<file path="src/hdl/pwm_pkg.sv">
// register map, field positions and reset values for the two-channel pwm block
// assumes axi4-lite byte addresses of four times the index
package pwm_pkg;
    // register indices
    localparam logic [7:0] IDX_FLAGS_ONE    = 8'h0C;
    localparam logic [7:0] IDX_FLAGS_TWO    = 8'h0D;
    localparam logic [7:0] IDX_TIMER_COUNT  = 8'h11;
    localparam logic [7:0] IDX_TIMER_CTRL   = 8'h12;
    localparam logic [7:0] IDX_DUTY_LOW_1   = 8'h15;
    localparam logic [7:0] IDX_SHADOW_1     = 8'h16;
    localparam logic [7:0] IDX_CTRL_1       = 8'h17;
    localparam logic [7:0] IDX_DUTY_LOW_2   = 8'h1B;
    localparam logic [7:0] IDX_SHADOW_2     = 8'h1C;
    localparam logic [7:0] IDX_CTRL_2       = 8'h1D;
    localparam logic [7:0] IDX_ENABLES_ONE  = 8'h8C;
    localparam logic [7:0] IDX_ENABLES_TWO  = 8'h8D;
    localparam logic [7:0] IDX_PERIOD_LIMIT = 8'h92;
    // field positions
    localparam int CTRL_DUTY_LSB_POS = 4;
    localparam int CTRL_MODE_HI_POS  = 2;
    localparam int TCTRL_RUN_POS     = 2;
    localparam int TCTRL_PS_POS      = 0;
    localparam int TCTRL_POST_POS    = 3;
    localparam int FLAGS_T2_POS      = 1;
    // reset values and write masks
    localparam logic [7:0] RST_BYTE_ZERO   = 8'h00;
    localparam logic [7:0] RST_PERIOD      = 8'hFF;
    localparam logic [7:0] CTRL_WMASK      = 8'h3F;
    localparam logic [7:0] TCTRL_WMASK     = 8'h7F;
    localparam logic [7:0] FLAGS_TWO_WMASK = 8'h01;
    // axi responses and pwm mode code
    localparam logic [1:0] RESP_OKAY   = 2'b00;
    localparam logic [1:0] RESP_SLVERR = 2'b10;
    localparam logic [1:0] MODE_PWM    = 2'b11;
endpackage : pwm_pkg

</file>
<file path="src/hdl/pwm_tick_if.sv">
// shared period timer state handed to each pwm channel
// assumes one timer drives all channels on the same clock
`timescale 1ns/10ps
interface pwm_tick_if;
    logic [9:0] base;      // timer count extended by two sub-count bits
    logic       wrap;      // one-cycle pulse: period complete
    modport timer (output base, output wrap);
    modport chan  (input base, input wrap);
endinterface : pwm_tick_if

</file>
<file path="src/hdl/pwm_channel.sv">
// one pwm channel: duty double buffer and output latch
// assumes the shared timer pulses wrap once per period
`timescale 1ns/10ps
module pwm_channel
    import pwm_pkg::*;
(
    input  wire logic       aclk,       // system clock
    input  wire logic       aresetn,    // sync reset, active low
    pwm_tick_if.chan        tick,       // shared time base
    input  wire logic [7:0] ctrl,       // channel control register
    input  wire logic [7:0] duty_low,   // duty low byte register
    output      logic [7:0] shadow,     // active duty high part
    output      logic       pwm_out     // output latch
);
    logic [1:0] shadow_lsb;
    logic [9:0] next_duty;
    logic       pwm_mode;
    logic       wrap_d;
    assign pwm_mode  = (ctrl[CTRL_MODE_HI_POS +: 2] == MODE_PWM);
    assign next_duty = {duty_low, ctrl[CTRL_DUTY_LSB_POS +: 2]};

    // ========================================
    // duty double buffer, loaded only at wrap
    always_ff @(posedge aclk) begin
        if (!aresetn) begin
            shadow     <= RST_BYTE_ZERO;
            shadow_lsb <= 2'h0;
            wrap_d     <= 1'b0;
        end else begin
            wrap_d <= pwm_mode && tick.wrap;
            if (pwm_mode && tick.wrap) begin
                shadow     <= next_duty[9:2];
                shadow_lsb <= next_duty[1:0];
            end
        end
    end

    // ========================================
    // output latch; set wins one clock after wrap, clear on match
    always_ff @(posedge aclk) begin
        if (!aresetn) begin
            pwm_out <= 1'b0;
        end else if (ctrl == RST_BYTE_ZERO) begin
            pwm_out <= 1'b0;
        end else if (!pwm_mode) begin
            pwm_out <= 1'b0;
        end else if (wrap_d) begin
            // set lags wrap one clock: high time is exactly duty
            pwm_out <= ({shadow, shadow_lsb} != 10'h000);
        end else if ({shadow, shadow_lsb} == tick.base) begin
            pwm_out <= 1'b0;
        end
    end
endmodule : pwm_channel

</file>
<file path="src/hdl/pwm_generator.sv">
// two-channel pwm block with shared period timer and axi4-lite registers
// assumes a single aclk domain; port direction is set elsewhere by software
//
// Functional notes
// - pwm output with up to ten-bit duty resolution.
// - zero channel control forces the output latch low.
// - period is (limit + 1) * 4 clocks * prescale.
// - after count equals limit: clear timer, set pin unless duty zero, load duty.
// - postscaler never affects the period.
// - duty is low byte as msbs, two control bits as lsbs.
// - high time is duty * one clock * prescale.
// - duty writes take effect only at period end.
// - shadow is read-only in pwm mode.
// - shadow byte plus two-bit latch double-buffer the duty.
// - pin clears when shadow duty equals count plus two sub bits.
// - duty beyond period keeps the pin high.
// - prescaler divides by one, four or sixteen.
// - both channels share one period timer.
// - second channel mirrors the first, own registers.
//
// Our own choice: the AXI4-Lite slave port.
`timescale 1ns/10ps
module pwm_generator
    import pwm_pkg::*;
#(
    parameter int ADDR_W = 12  // axi address width
)(
    input  wire logic              aclk,          // system clock, 10 MHz
    input  wire logic              aresetn,       // sync reset, active low
    input  wire logic [ADDR_W-1:0] s_axi_awaddr,  // write address
    input  wire logic              s_axi_awvalid, // write address valid
    output      logic              s_axi_awready, // write address ready
    input  wire logic [31:0]       s_axi_wdata,   // write data
    input  wire logic [3:0]        s_axi_wstrb,   // write strobes
    input  wire logic              s_axi_wvalid,  // write data valid
    output      logic              s_axi_wready,  // write data ready
    output      logic [1:0]        s_axi_bresp,   // write response
    output      logic              s_axi_bvalid,  // write response valid
    input  wire logic              s_axi_bready,  // write response ready
    input  wire logic [ADDR_W-1:0] s_axi_araddr,  // read address
    input  wire logic              s_axi_arvalid, // read address valid
    output      logic              s_axi_arready, // read address ready
    output      logic [31:0]       s_axi_rdata,   // read data
    output      logic [1:0]        s_axi_rresp,   // read response
    output      logic              s_axi_rvalid,  // read data valid
    input  wire logic              s_axi_rready,  // read data ready
    output      logic              pwm_channel_one_pin, // channel one output
    output      logic              pwm_channel_two      // channel two output
);
    if (ADDR_W < 10) begin : g_chk
        $error("ADDR_W too small for register map");
    end

    // ========================================
    // registers
    logic [7:0] peripheral_flags_one;
    logic [7:0] peripheral_flags_two;
    logic [7:0] period_timer_count;
    logic [7:0] period_timer_control;
    logic [7:0] duty_low_byte_one;
    logic [7:0] channel_control_one;
    logic [7:0] duty_low_byte_two;
    logic [7:0] channel_control_two;
    logic [7:0] peripheral_enables_one;
    logic [7:0] peripheral_enables_two;
    logic [7:0] period_limit;
    logic [7:0] duty_shadow_one;
    logic [7:0] duty_shadow_two;
    logic       pwm_one_q;
    logic       pwm_two_q;

    // ========================================
    // write channel: take address and data in either order
    logic [ADDR_W-1:0] aw_addr;
    logic              aw_held;
    logic [31:0]       w_data;
    logic [3:0]        w_strb;
    logic              w_held;
    logic              do_write;
    logic [7:0]        w_idx;
    logic              w_hit;
    logic [7:0]        wbyte;

    assign do_write = aw_held && w_held && !s_axi_bvalid;
    assign w_idx    = 8'(aw_addr[ADDR_W-1:2]);
    assign wbyte    = w_data[7:0];

    always_ff @(posedge aclk) begin
        if (!aresetn) begin
            aw_held       <= 1'b0;
            w_held        <= 1'b0;
            aw_addr       <= '0;
            w_data        <= 32'h0000_0000;
            w_strb        <= 4'h0;
            s_axi_awready <= 1'b0;
            s_axi_wready  <= 1'b0;
            s_axi_bvalid  <= 1'b0;
            s_axi_bresp   <= RESP_OKAY;
        end else begin
            s_axi_awready <= !aw_held && !s_axi_awready;
            s_axi_wready  <= !w_held && !s_axi_wready;
            if (s_axi_awvalid && s_axi_awready) begin
                aw_held       <= 1'b1;
                aw_addr       <= s_axi_awaddr;
                s_axi_awready <= 1'b0;
            end
            if (s_axi_wvalid && s_axi_wready) begin
                w_held       <= 1'b1;
                w_data       <= s_axi_wdata;
                w_strb       <= s_axi_wstrb;
                s_axi_wready <= 1'b0;
            end
            if (do_write) begin
                aw_held      <= 1'b0;
                w_held       <= 1'b0;
                s_axi_bvalid <= 1'b1;
                s_axi_bresp  <= w_hit ? RESP_OKAY : RESP_SLVERR;
            end else if (s_axi_bvalid && s_axi_bready) begin
                s_axi_bvalid <= 1'b0;
            end
        end
    end

    always_comb begin
        unique case (w_idx)
            IDX_FLAGS_ONE, IDX_FLAGS_TWO, IDX_TIMER_COUNT, IDX_TIMER_CTRL,
            IDX_DUTY_LOW_1, IDX_SHADOW_1, IDX_CTRL_1, IDX_DUTY_LOW_2,
            IDX_SHADOW_2, IDX_CTRL_2, IDX_ENABLES_ONE, IDX_ENABLES_TWO,
            IDX_PERIOD_LIMIT: w_hit = (aw_addr[1:0] == 2'b00);
            default:          w_hit = 1'b0;
        endcase
    end

    logic wr_en;
    assign wr_en = do_write && w_hit && w_strb[0];

    // ========================================
    // software registers; shadows are never software-written
    always_ff @(posedge aclk) begin
        if (!aresetn) begin
            period_timer_control   <= RST_BYTE_ZERO;
            duty_low_byte_one      <= RST_BYTE_ZERO;
            channel_control_one    <= RST_BYTE_ZERO;
            duty_low_byte_two      <= RST_BYTE_ZERO;
            channel_control_two    <= RST_BYTE_ZERO;
            peripheral_enables_one <= RST_BYTE_ZERO;
            peripheral_enables_two <= RST_BYTE_ZERO;
            period_limit           <= RST_PERIOD;
            peripheral_flags_two   <= RST_BYTE_ZERO;
        end else if (wr_en) begin
            unique case (w_idx)
                IDX_TIMER_CTRL:   period_timer_control   <= wbyte & TCTRL_WMASK;
                IDX_DUTY_LOW_1:   duty_low_byte_one      <= wbyte;
                IDX_CTRL_1:       channel_control_one    <= wbyte & CTRL_WMASK;
                IDX_DUTY_LOW_2:   duty_low_byte_two      <= wbyte;
                IDX_CTRL_2:       channel_control_two    <= wbyte & CTRL_WMASK;
                IDX_ENABLES_ONE:  peripheral_enables_one <= wbyte;
                IDX_ENABLES_TWO:  peripheral_enables_two <= wbyte & FLAGS_TWO_WMASK;
                IDX_PERIOD_LIMIT: period_limit           <= wbyte;
                IDX_FLAGS_TWO:    peripheral_flags_two   <= wbyte & FLAGS_TWO_WMASK;
                default:          ;
            endcase
        end
    end

    // ========================================
    // shared period timer: prescaler 1/4/16 of the quarter-clock rate
    pwm_tick_if tick ();
    logic [1:0] qclk;
    logic [3:0] pre_cnt;
    logic [3:0] pre_max;
    logic       timer_run;
    logic       inc;
    logic [1:0] sub_bits;
    logic       match_seen;
    logic       timer_wr;

    assign timer_run = period_timer_control[TCTRL_RUN_POS];
    assign timer_wr  = wr_en && (w_idx == IDX_TIMER_COUNT);

    always_comb begin
        unique case (period_timer_control[TCTRL_PS_POS +: 2])
            2'b00:   pre_max = 4'h0;
            2'b01:   pre_max = 4'h3;
            default: pre_max = 4'hF;
        endcase
    end

    // one timer step each four clocks times prescale; postscale bits unused
    assign inc = timer_run && (qclk == 2'b11) && (pre_cnt == pre_max);
    // sub-count: quarter clock at prescale 1, low two prescaler bits at 4, top two at 16
    assign sub_bits = (pre_max == 4'h0) ? qclk :
                      (pre_max == 4'h3) ? pre_cnt[1:0] : pre_cnt[3:2];

    always_ff @(posedge aclk) begin
        if (!aresetn) begin
            qclk    <= 2'b00;
            pre_cnt <= 4'h0;
        end else if (!timer_run) begin
            qclk    <= 2'b00;
            pre_cnt <= 4'h0;
        end else begin
            qclk <= qclk + 2'b01;
            if (qclk == 2'b11) begin
                pre_cnt <= (pre_cnt == pre_max) ? 4'h0 : pre_cnt + 4'h1;
            end
        end
    end

    // equal to limit flags the next increment as the wrap
    always_ff @(posedge aclk) begin
        if (!aresetn) begin
            period_timer_count <= RST_BYTE_ZERO;
            match_seen         <= 1'b0;
        end else if (timer_wr) begin
            period_timer_count <= wbyte;
            match_seen         <= 1'b0;
        end else if (inc) begin
            match_seen         <= 1'b0;
            period_timer_count <= match_seen ? RST_BYTE_ZERO : period_timer_count + 8'h01;
            if (!match_seen && (period_timer_count + 8'h01 == period_limit)) begin
                match_seen <= 1'b1;
            end
        end else if (period_timer_count == period_limit) begin
            match_seen <= 1'b1;
        end
    end

    // base: timer count with the sub-count below it
    logic [1:0] sub_bits_adj;
    assign sub_bits_adj = sub_bits;
    assign tick.wrap = inc && match_seen;
    assign tick.base = {period_timer_count, sub_bits_adj};

    // period flag: set wins over a software clear
    always_ff @(posedge aclk) begin
        if (!aresetn) begin
            peripheral_flags_one <= RST_BYTE_ZERO;
        end else begin
            if (wr_en && (w_idx == IDX_FLAGS_ONE)) begin
                peripheral_flags_one <= wbyte;
            end
            if (tick.wrap) begin
                peripheral_flags_one[FLAGS_T2_POS] <= 1'b1;
            end
        end
    end

    // ========================================
    // channels
    pwm_channel u_chan_one (
        .aclk     (aclk),
        .aresetn  (aresetn),
        .tick     (tick.chan),
        .ctrl     (channel_control_one),
        .duty_low (duty_low_byte_one),
        .shadow   (duty_shadow_one),
        .pwm_out  (pwm_one_q)
    );

    pwm_channel u_chan_two (
        .aclk     (aclk),
        .aresetn  (aresetn),
        .tick     (tick.chan),
        .ctrl     (channel_control_two),
        .duty_low (duty_low_byte_two),
        .shadow   (duty_shadow_two),
        .pwm_out  (pwm_two_q)
    );

    assign pwm_channel_one_pin = pwm_one_q;
    assign pwm_channel_two     = pwm_two_q;

    // ========================================
    // read channel: one-cycle registered answer
    logic [7:0] r_idx;
    logic [7:0] r_byte;
    logic       r_hit;
    assign r_idx = 8'(s_axi_araddr[ADDR_W-1:2]);

    always_comb begin
        r_hit = (s_axi_araddr[1:0] == 2'b00);
        unique case (r_idx)
            IDX_FLAGS_ONE:    r_byte = peripheral_flags_one;
            IDX_FLAGS_TWO:    r_byte = peripheral_flags_two;
            IDX_TIMER_COUNT:  r_byte = period_timer_count;
            IDX_TIMER_CTRL:   r_byte = period_timer_control;
            IDX_DUTY_LOW_1:   r_byte = duty_low_byte_one;
            IDX_SHADOW_1:     r_byte = duty_shadow_one;
            IDX_CTRL_1:       r_byte = channel_control_one;
            IDX_DUTY_LOW_2:   r_byte = duty_low_byte_two;
            IDX_SHADOW_2:     r_byte = duty_shadow_two;
            IDX_CTRL_2:       r_byte = channel_control_two;
            IDX_ENABLES_ONE:  r_byte = peripheral_enables_one;
            IDX_ENABLES_TWO:  r_byte = peripheral_enables_two;
            IDX_PERIOD_LIMIT: r_byte = period_limit;
            default: begin
                r_byte = RST_BYTE_ZERO;
                r_hit  = 1'b0;
            end
        endcase
    end

    always_ff @(posedge aclk) begin
        if (!aresetn) begin
            s_axi_arready <= 1'b0;
            s_axi_rvalid  <= 1'b0;
            s_axi_rdata   <= 32'h0000_0000;
            s_axi_rresp   <= RESP_OKAY;
        end else begin
            s_axi_arready <= !s_axi_rvalid && !s_axi_arready;
            if (s_axi_arvalid && s_axi_arready) begin
                s_axi_arready <= 1'b0;
                s_axi_rvalid  <= 1'b1;
                s_axi_rdata   <= {24'h000000, r_byte};
                s_axi_rresp   <= r_hit ? RESP_OKAY : RESP_SLVERR;
            end else if (s_axi_rvalid && s_axi_rready) begin
                s_axi_rvalid <= 1'b0;
            end
        end
    end
endmodule : pwm_generator

</file>
<file path="config.mk">
export PLATFORM = sky130hd
export DESIGN_NAME = pwm_generator
export DESIGN_NICKNAME = d
export VERILOG_FILES = /design/src/hdl/pwm_pkg.sv /design/src/hdl/pwm_tick_if.sv /design/src/hdl/pwm_channel.sv /design/src/hdl/pwm_generator.sv
export SDC_FILE = /design/constraint.sdc
export NUM_CORES = 1
export LEC_CHECK = 0
export ABC_AREA = 1
export ABC_CLOCK_PERIOD_IN_PS = 4440
export BUFFER_PORTS_ARGS = -buffer_cell sky130_fd_sc_hd__buf_4
export CORE_MARGIN = 8
export CORE_UTILIZATION = 40
export DETAILED_ROUTE_END_ITERATION = 7
export GPL_TIMING_DRIVEN = 0
export PLACE_DENSITY = 0.58
export SYNTH_ARGS = -nofsm -noshare
export SYNTH_HDL_FRONTEND = slang
export SYNTH_SLANG_ARGS = --single-unit
</file>
<file path="constraint.sdc">
create_clock -name aclk -period 4.44 [get_ports aclk]
set_clock_uncertainty 0.05 [all_clocks]
set_input_delay 0.444 -clock aclk [delete_from_list [all_inputs] [get_ports aclk]]
set_output_delay 0.444 -clock aclk [all_outputs]
set_load 0.01 [all_outputs]
</file>
==> results of run 1 <==
==> final timing paths <==
check        slack, ps  cells after the start                                  to                          startpoint
max reg2reg       1960                      9  period_timer_count[7]$_SDFFE_PN0P_  period_timer_count[0]$_SDFFE_PN0P_
max               1960                      9  period_timer_count[7]$_SDFFE_PN0P_  period_timer_count[0]$_SDFFE_PN0P_
min                210                      4           s_axi_bvalid$_SDFFE_PN0P_                        s_axi_bready
min reg2reg        370                      1            s_axi_awready$_SDFF_PP0_                aw_held$_SDFFE_PP0P_
==> flip-flops by register name (all words and copies together) (netlist names), 2 cells and up <==
signal                  count
u_chan_two.shadow           8
channel_control_one         6
u_chan_one.shadow           8
duty_low_byte_one           8
u_chan_two.shadow_lsb       2
u_chan_one.shadow_lsb       2
peripheral_flags_one        8
duty_low_byte_two           8
peripheral_enables_one      8
period_limit                8
pre_cnt                     4
period_timer_count          8
qclk                        2
period_timer_control        7
w_data                      8
aw_addr                    10
channel_control_two         6
s_axi_rdata                 8
==> layer usage <==
layer  vias to the layer above  routed length [um]
met3                        40                1430
met1                      3202               10800
li1                       3594                   -
met5                         -                   0
met4                         0                 561
met2                       229               10200
==> critical path, stage by stage, from the launching register on <==
cell	delay, ps
dfxtp_1	340
clkbuf_1	520
nand3_1	280
nor3_1	440
nand3_1	210
xor2_1	230
nand2_1	80
nand2_1	90
nand2_1	60
a21oi_1	110
==> per-stage QoR <==
stage	worst slack [ps]	power (W)	std cells	util (%)
2_1_floorplan	2630	0.00139	1106	-
3_3_place_gp	1890	0.00147	1382	45.3
3_5_place_dp	1950	0.00147	1382	45.3
4_1_cts	2010	0.00282	1414	48.6
5_1_grt	1720	0.00290	1414	48.6
6_report	1960	0.00280	1414	48.6
==> power by group through the flow <==
| stage | clock [W] | combinational, W | sequential [W] |
|---|---|---|---|
| after floorplan | 0 | 0.000116 | 0.00128 |
| after global placement | 0 | 0.000191 | 0.00128 |
| after detailed placement | 0 | 0.000191 | 0.00128 |
| after CTS | 0.00137 | 0.000192 | 0.00125 |
| after global routing | 0.00143 | 0.000215 | 0.00126 |
| final | 0.00136 | 0.000193 | 0.00125 |
==> cell usage in the layout (no fill, tap or decap), types with 3 or more instances in the layout <==
| master | count |
|---|---|
| nor3_1 | 21 |
| nor4_1 | 7 |
| buf_2 | 11 |
| o221ai_1 | 4 |
| o21ai_0 | 58 |
| nand4_1 | 27 |
| clkinv_2 | 5 |
| o22ai_1 | 21 |
| clkbuf_8 | 4 |
| nand2_1 | 264 |
| xnor2_1 | 7 |
| clkbuf_1 | 40 |
| a21oi_1 | 80 |
| nor2_2 | 6 |
| conb_1 | 26 |
| nor2_1 | 156 |
| xor2_1 | 21 |
| ha_1 | 3 |
| nand3_1 | 45 |
| buf_4 | 78 |
| dfxtp_1 | 136 |
| clkbuf_16 | 17 |
| inv_1 | 122 |
| inv_2 | 6 |
==> synth_stat cells <==
library cell  instances  area share [%]
nand2_2               1           0.088
xor2_1               21             2.6
nor2_1              156             8.2
nor2_2                6            0.53
clkinv_1              2            0.11
nor2_4                2            0.32
nand2_1             264              14
nor3_1               21             1.5
a21oi_1              80             5.6
dfxtp_1             136              38
clkbuf_1             37             2.0
inv_1               122             6.4
nand3b_1              1            0.11
nor4_2                1            0.18
o221ai_1              4            0.49
o21ai_1               1           0.070
nand4_2               2            0.35
a211oi_1              2            0.21
nand4_4               2            0.60
inv_2                 6            0.32
o22ai_1              21             1.8
and2_1                1           0.088
nor2_8                1            0.28
nand3_1              45             3.2
conb_1                1           0.053
o211ai_1              1            0.11
a31oi_1               1           0.088
o21ai_0              58             4.1
nor4_1                7            0.62
xnor2_1               7            0.86
nand3_2               1            0.14
nand4_1              27             2.4
buf_4                27             2.9
nor3_2                1            0.14
buf_2                11            0.77
ha_1                  3            0.53
nor3b_1               1            0.11
==> final cells by class <==
class | instances | share of cell area, %
flip-flops and latches | 136 | 32.3
clock buffers | 24 | 5.83
well taps | 225 | 3.34
repair buffers | 51 | 4.54
plain buffers | 75 | 4.70
inverters | 130 | 5.79
multi-input cells | 765 | 42.7
clock inverters | 8 | 0.831
==> kinds of logic (layout without fill, tap and decap cells) <==
kind of cell	Yosys count	in the layout	share of synthesized area, %
AO/OA/AOI/OAI	168	168	12.5
XOR/XNOR	28	28	3.45
adder cells (fa/ha/maj)	3	3	0.528
buffers and inverters	205	288	12.4
flip-flops	136	136	38.3
other	1	26	0.0527
AND/OR/NAND/NOR	540	540	32.7
==> results.json, run 1 <==
{
  "cts_tree": "yes",
  "drv_slew": 0,
  "die_w_um": 149,
  "htree_levels": 4,
  "antenna_found_initial": 0,
  "final_antenna_net_count": 0,
  "use_met1_pct": 28.5,
  "crit_arrival_ps": 2790,
  "cts_inserted_buffers": 17,
  "grt_max_degree": 17,
  "drt-pass1-iter-count": 5,
  "combPwrFrac_pct": 6.9,
  "drt-total-wl_um": 23100,
  "io_pins": 110,
  "fillers": 1852,
  "yosysUniqueCellTypes": 37,
  "postCtsSetupRepairBufs": 0,
  "met3_usage_pct": 4.64,
  "max_cap_viol_count": 0,
  "tns_ps": 0,
  "finalCritPeriodShare_pct": 55.8,
  "worst_pin_slew_ps": 916,
  "hold_viol_final": 0,
  "clockPowerShare_pct": 48.4,
  "met2_usage_pct": 32.0,
  "max_freq_mhz": 403,
  "multi_input_area_um2": 3600,
  "yosysSeqAreaShare_pct": 38.3,
  "dieArea_um2": 22300,
  "avgRoutedWirePerCell_um": 16.3,
  "vias_per_cell": 5.00,
  "num_antenna_cells": 0,
  "worst_hold_slack_ps": 209,
  "end_kind": "register",
  "seqPwrFrac_pct": 44.7,
  "vdd.ir_drop.worst_mv": 0.291,
  "die_h_um": 149,
  "min_path_type": "input pin to register",
  "cts_hold_buf": 0,
  "cts.sinks": 136,
  "crit_fanout": 7,
  "outcome": "complete, no violations",
  "crit_required_ps": 4750,
  "post_cts_resized": 0,
  "syn_area_um2": 7110,
  "rsz0062_at_grt": "false",
  "placed_cell_area_um2": 7870,
  "final_area_um2": 8430,
  "avgSynthCellArea_um2": 6.58,
  "grt_use_total_pct": 21.0,
  "worstSkewPairLatency_ps": 430,
  "regArea_um2": 2720,
  "vias": 7065,
  "clock_path_buffers": 2,
  "overflow": 0,
  "leakagePower_nw": 4.03,
  "slew_headroom_pct": 38.9,
  "initialDrtViolationCount": 678,
  "place.gp.congestion": 0.983,
  "p_per_area_nw_per_um2": 332,
  "clockRootBuffer": "clkbuf_16",
  "nNetsFinal": 1246,
  "grt_pass1_wl_um": 35900,
  "swShare_pct": 24.0,
  "synth_seq_cells": 136,
  "crit_type": "register to register",
  "grt-busiest-layer": "met2",
  "grt_pass1_vias": 6374,
  "syn_inst": 1081,
  "setup.worst_path.start_class": "register",
  "p_int_w": 0.00213,
  "rows": 48,
  "drive_gt1_share_pct": 11.9,
  "path_clk_slew_ps": 60,
  "core_area_um2": 17400,
  "synth_warnings": 0,
  "drc": 0,
  "dp_hpwl_um": 17200,
  "portBuffers": 51,
  "initial_utilization_pct": 41.0,
  "p_switching_w": 0.000672,
  "layout_min_cycle_time_ps": 2480,
  "setup_viol": 0,
  "area_growth_syn_to_layout_pct": 18.6
}
Note: power is estimated with default switching activity, not from simulation.
==> inputs of run 2 (changes only) <==
- ABC_AREA: 1 -> 0
- ABC_CLOCK_PERIOD_IN_PS: 4440 -> 2100
- PLACE_DENSITY: 0.58 -> 0.6
- clock period: 4.44 -> 2.1 ns (I/O delays scaled with it)
==> run 2 against run 1 <==
The flow now finishes with violations (setup timing). Highest routed layer is now met5. Global-route usage down 1.1 points. Register-to-register slack worse by 2100 ps. Maximum frequency up 10%. Synthesized cell count down 24%. Design area up 2.0%. Sequential power up 110%.
==> results.json, run 2 <==
{
  "drt-met1-wl_um": 9610,
  "synth.top_cell.area_share_pct": 39.7,
  "worst_pin_slew_ps": 776,
  "setup_viol": 14,
  "power_w": 0.00603,
  "syn_inst": 825,
  "path_clk_slew_ps": 60,
  "grt_use_total_pct": 19.9,
  "met2_length_um": 9740,
  "dr_wl_met3_um": 1360,
  "crit_type": "register to register",
  "crit_fanout": 8,
  "synth-main-ff-cell": "dfxtp_1",
  "top_register": "aw_addr",
  "violations": "setup timing",
  "yosysMostFrequentCell": "dfxtp_1",
  "overflow": 0,
  "grt_max_degree": 17,
  "drc": 0,
  "instances_no_fill": 1180,
  "setup_ws_ps": -147,
  "layout_min_cycle_time_ps": 2250,
  "setup.worst_path.start_class": "register",
  "cts_tree": "yes",
  "hold_viol_final": 0,
  "layout_commonest_cell": "nand2_1",
  "synth_seq_cells": 136,
  "die_h_um": 147,
  "cts_inserted_buffers": 17,
  "num_antenna_cells": 0,
  "vdd.ir_drop.worst_mv": 0.588,
  "cts.sinks": 136,
  "max_cap_viol_count": 0,
  "synthTopCellsByArea": "dfxtp_1 40%, mux2i_1 13%, nand2_1 7.3%",
  "final_antenna_net_count": 0,
  "nNetsFinal": 1012,
  "mostFrequentLayoutCells": "133 x nand2_1, 131 x dfxtp_1, 91 x mux2i_1",
  "worstSkewPairLatency_ps": 430,
  "yosysUniqueCellTypes": 61,
  "slew_headroom_pct": 48.2,
  "regArea_um2": 2730,
  "yosysSeqAreaShare_pct": 39.7,
  "drive_gt1_share_pct": 17.3,
  "grt_pass1_vias": 6031,
  "r2r-start": "aw_addr[9]$_SDFFE_PN0P_",
  "synth_top_cell_by_area": "dfxtp_1",
  "crit_arrival_ps": 2490,
  "clockRootBuffer": "clkbuf_16",
  "io_pins": 110,
  "clock_path_buffers": 2,
  "crit_start": "aw_addr[9]$_SDFFE_PN0P_",
  "antenna_found_initial": 1,
  "min_path_type": "input pin to register",
  "crit_required_ps": 2350,
  "leakagePower_nw": 3.57,
  "dp_hpwl_um": 15300,
  "p_per_area_nw_per_um2": 701,
  "core_area_um2": 17000,
  "rsz0062_at_grt": "true",
  "top_layer_used": "met5",
  "synth_warnings": 0,
  "avgRoutedWirePerCell_um": 18.1,
  "grt_pass1_wl_um": 33600,
  "largest_reg_flops": 10,
  "drv_slew": 0,
  "synth-edff-count": 0,
  "outcome": "complete, but fails checks",
  "end_kind": "register",
  "dieArea_um2": 21600,
  "drt-total-wl_um": 21300,
  "die_w_um": 147,
  "htree_levels": 4,
  "avgSynthCellArea_um2": 8.30,
  "r2r-end": "duty_low_byte_one[1]$_SDFFE_PN0P_",
  "multi_input_area_um2": 3860,
  "finalCritPeriodShare_pct": 107,
  "initialDrtViolationCount": 521,
  "syn_area_um2": 6850,
  "portBuffers": 49,
  "fillers": 1636,
  "drt-pass1-iter-count": 5,
  "reg2reg_depth": 7,
  "max_freq_mhz": 445,
  "area_growth_syn_to_layout_pct": 25.5,
  "place_inst": 1124,
  "vias_per_cell": 5.30,
  "async_reset_ff_share_pct": 0,
  "reg2reg_slack_ps": -150,
  "place.gp.congestion": 0.971,
  "rows": 48,
  "pre_cts_ws_ps": -650,
  "vias": 6257,
  "endpoint": "duty_low_byte_one[1]$_SDFFE_PN0P_",
  "synth_common_cells": "136 x dfxtp_1, 134 x nand2_1, 91 x mux2i_1",
  "tns_ps": -1580,
  "initial_utilization_pct": 40.3
}
run 2: layout make-up:
class,instances,share of cell area (%)
multi-input cells,622,44.8
flip-flops and latches,136,31.8
repair buffers,80,7.51
plain buffers,78,5.45
clock buffers,19,5.15
well taps,225,3.27
clock inverters,13,1.72
inverters,7,0.305
run 2: through the flow:
step | area, um2 | hold slack [ps] | util [%]
2_1_floorplan | 6960 | 296 | -
3_3_place_gp | 7610 | 389 | 44.8
3_5_place_dp | 7610 | 394 | 44.8
4_1_cts | 8480 | 1.73 | 49.9
5_1_grt | 8600 | 27.9 | 50.6
6_report | 8600 | 16.7 | 50.6
run 2: how the worst min path moves through the flow:
stage | start | to | slack [ps] | cells after the start
after floorplan | s_axi_wstrb[0] | w_strb[0]$_SDFFE_PN0P_ | 300 | 2
after global placement | peripheral_enables_one[0]$_SDFFE_PN0P_ | peripheral_enables_one[0]$_SDFFE_PN0P_ | 390 | 2
after detailed placement | w_strb[0]$_SDFFE_PN0P_ | w_strb[0]$_SDFFE_PN0P_ | 390 | 2
after CTS | s_axi_wdata[1] | w_data[1]$_SDFFE_PN0P_ | 2 | 3
after global routing | s_axi_wdata[7] | w_data[7]$_SDFFE_PN0P_ | 30 | 3
final | s_axi_wdata[1] | w_data[1]$_SDFFE_PN0P_ | 20 | 3
run 2: where the power goes:
| part | internal [W] | switching, W | total (W) |
|---|---|---|---|
| Sequential | 0.00261 | 0.0000265 | 0.00264 |
| Clock | 0.00179 | 0.00119 | 0.00298 |
| Combinational | 0.000176 | 0.000242 | 0.000418 |
run 2: logic make-up after synthesis:
kind of cell | count (synthesis) | synth area share [%]
multiplexers | 93 | 13.8
buffers and inverters | 92 | 6.74
AO/OA/AOI/OAI | 151 | 13.5
flip-flops | 136 | 39.7
adder cells (fa/ha/maj) | 3 | 0.548
other | 1 | 0.0547
AND/OR/NAND/NOR | 315 | 21.3
XOR/XNOR | 34 | 4.35
run 2: worst max-delay path, stage by stage, from the launching register on:
cell and delay, ps:
dfxtp_4 340, or4b_4 550, nor3_4 180, nand2_2 80
or4b_1 520, buf_6 190, mux2i_1 160, nor2_1 50
run 2: layer usage:
layer  up-vias  global-route usage [%]
met5         -                       0
met4         2                    7.47
met3        39                    5.01
met2       218                    31.6
met1      2941                    25.6
li1       3057                       -
run 2: repair_timing:
item / CTS / global route
setup endpoints to repair: 77 / 82
resized for setup: 22 / 36
hold buffers: 18 / 0
endpoints found under the hold margin: 18 / 0
pin swaps: 9 / 8
buffers inserted: 8 / 5
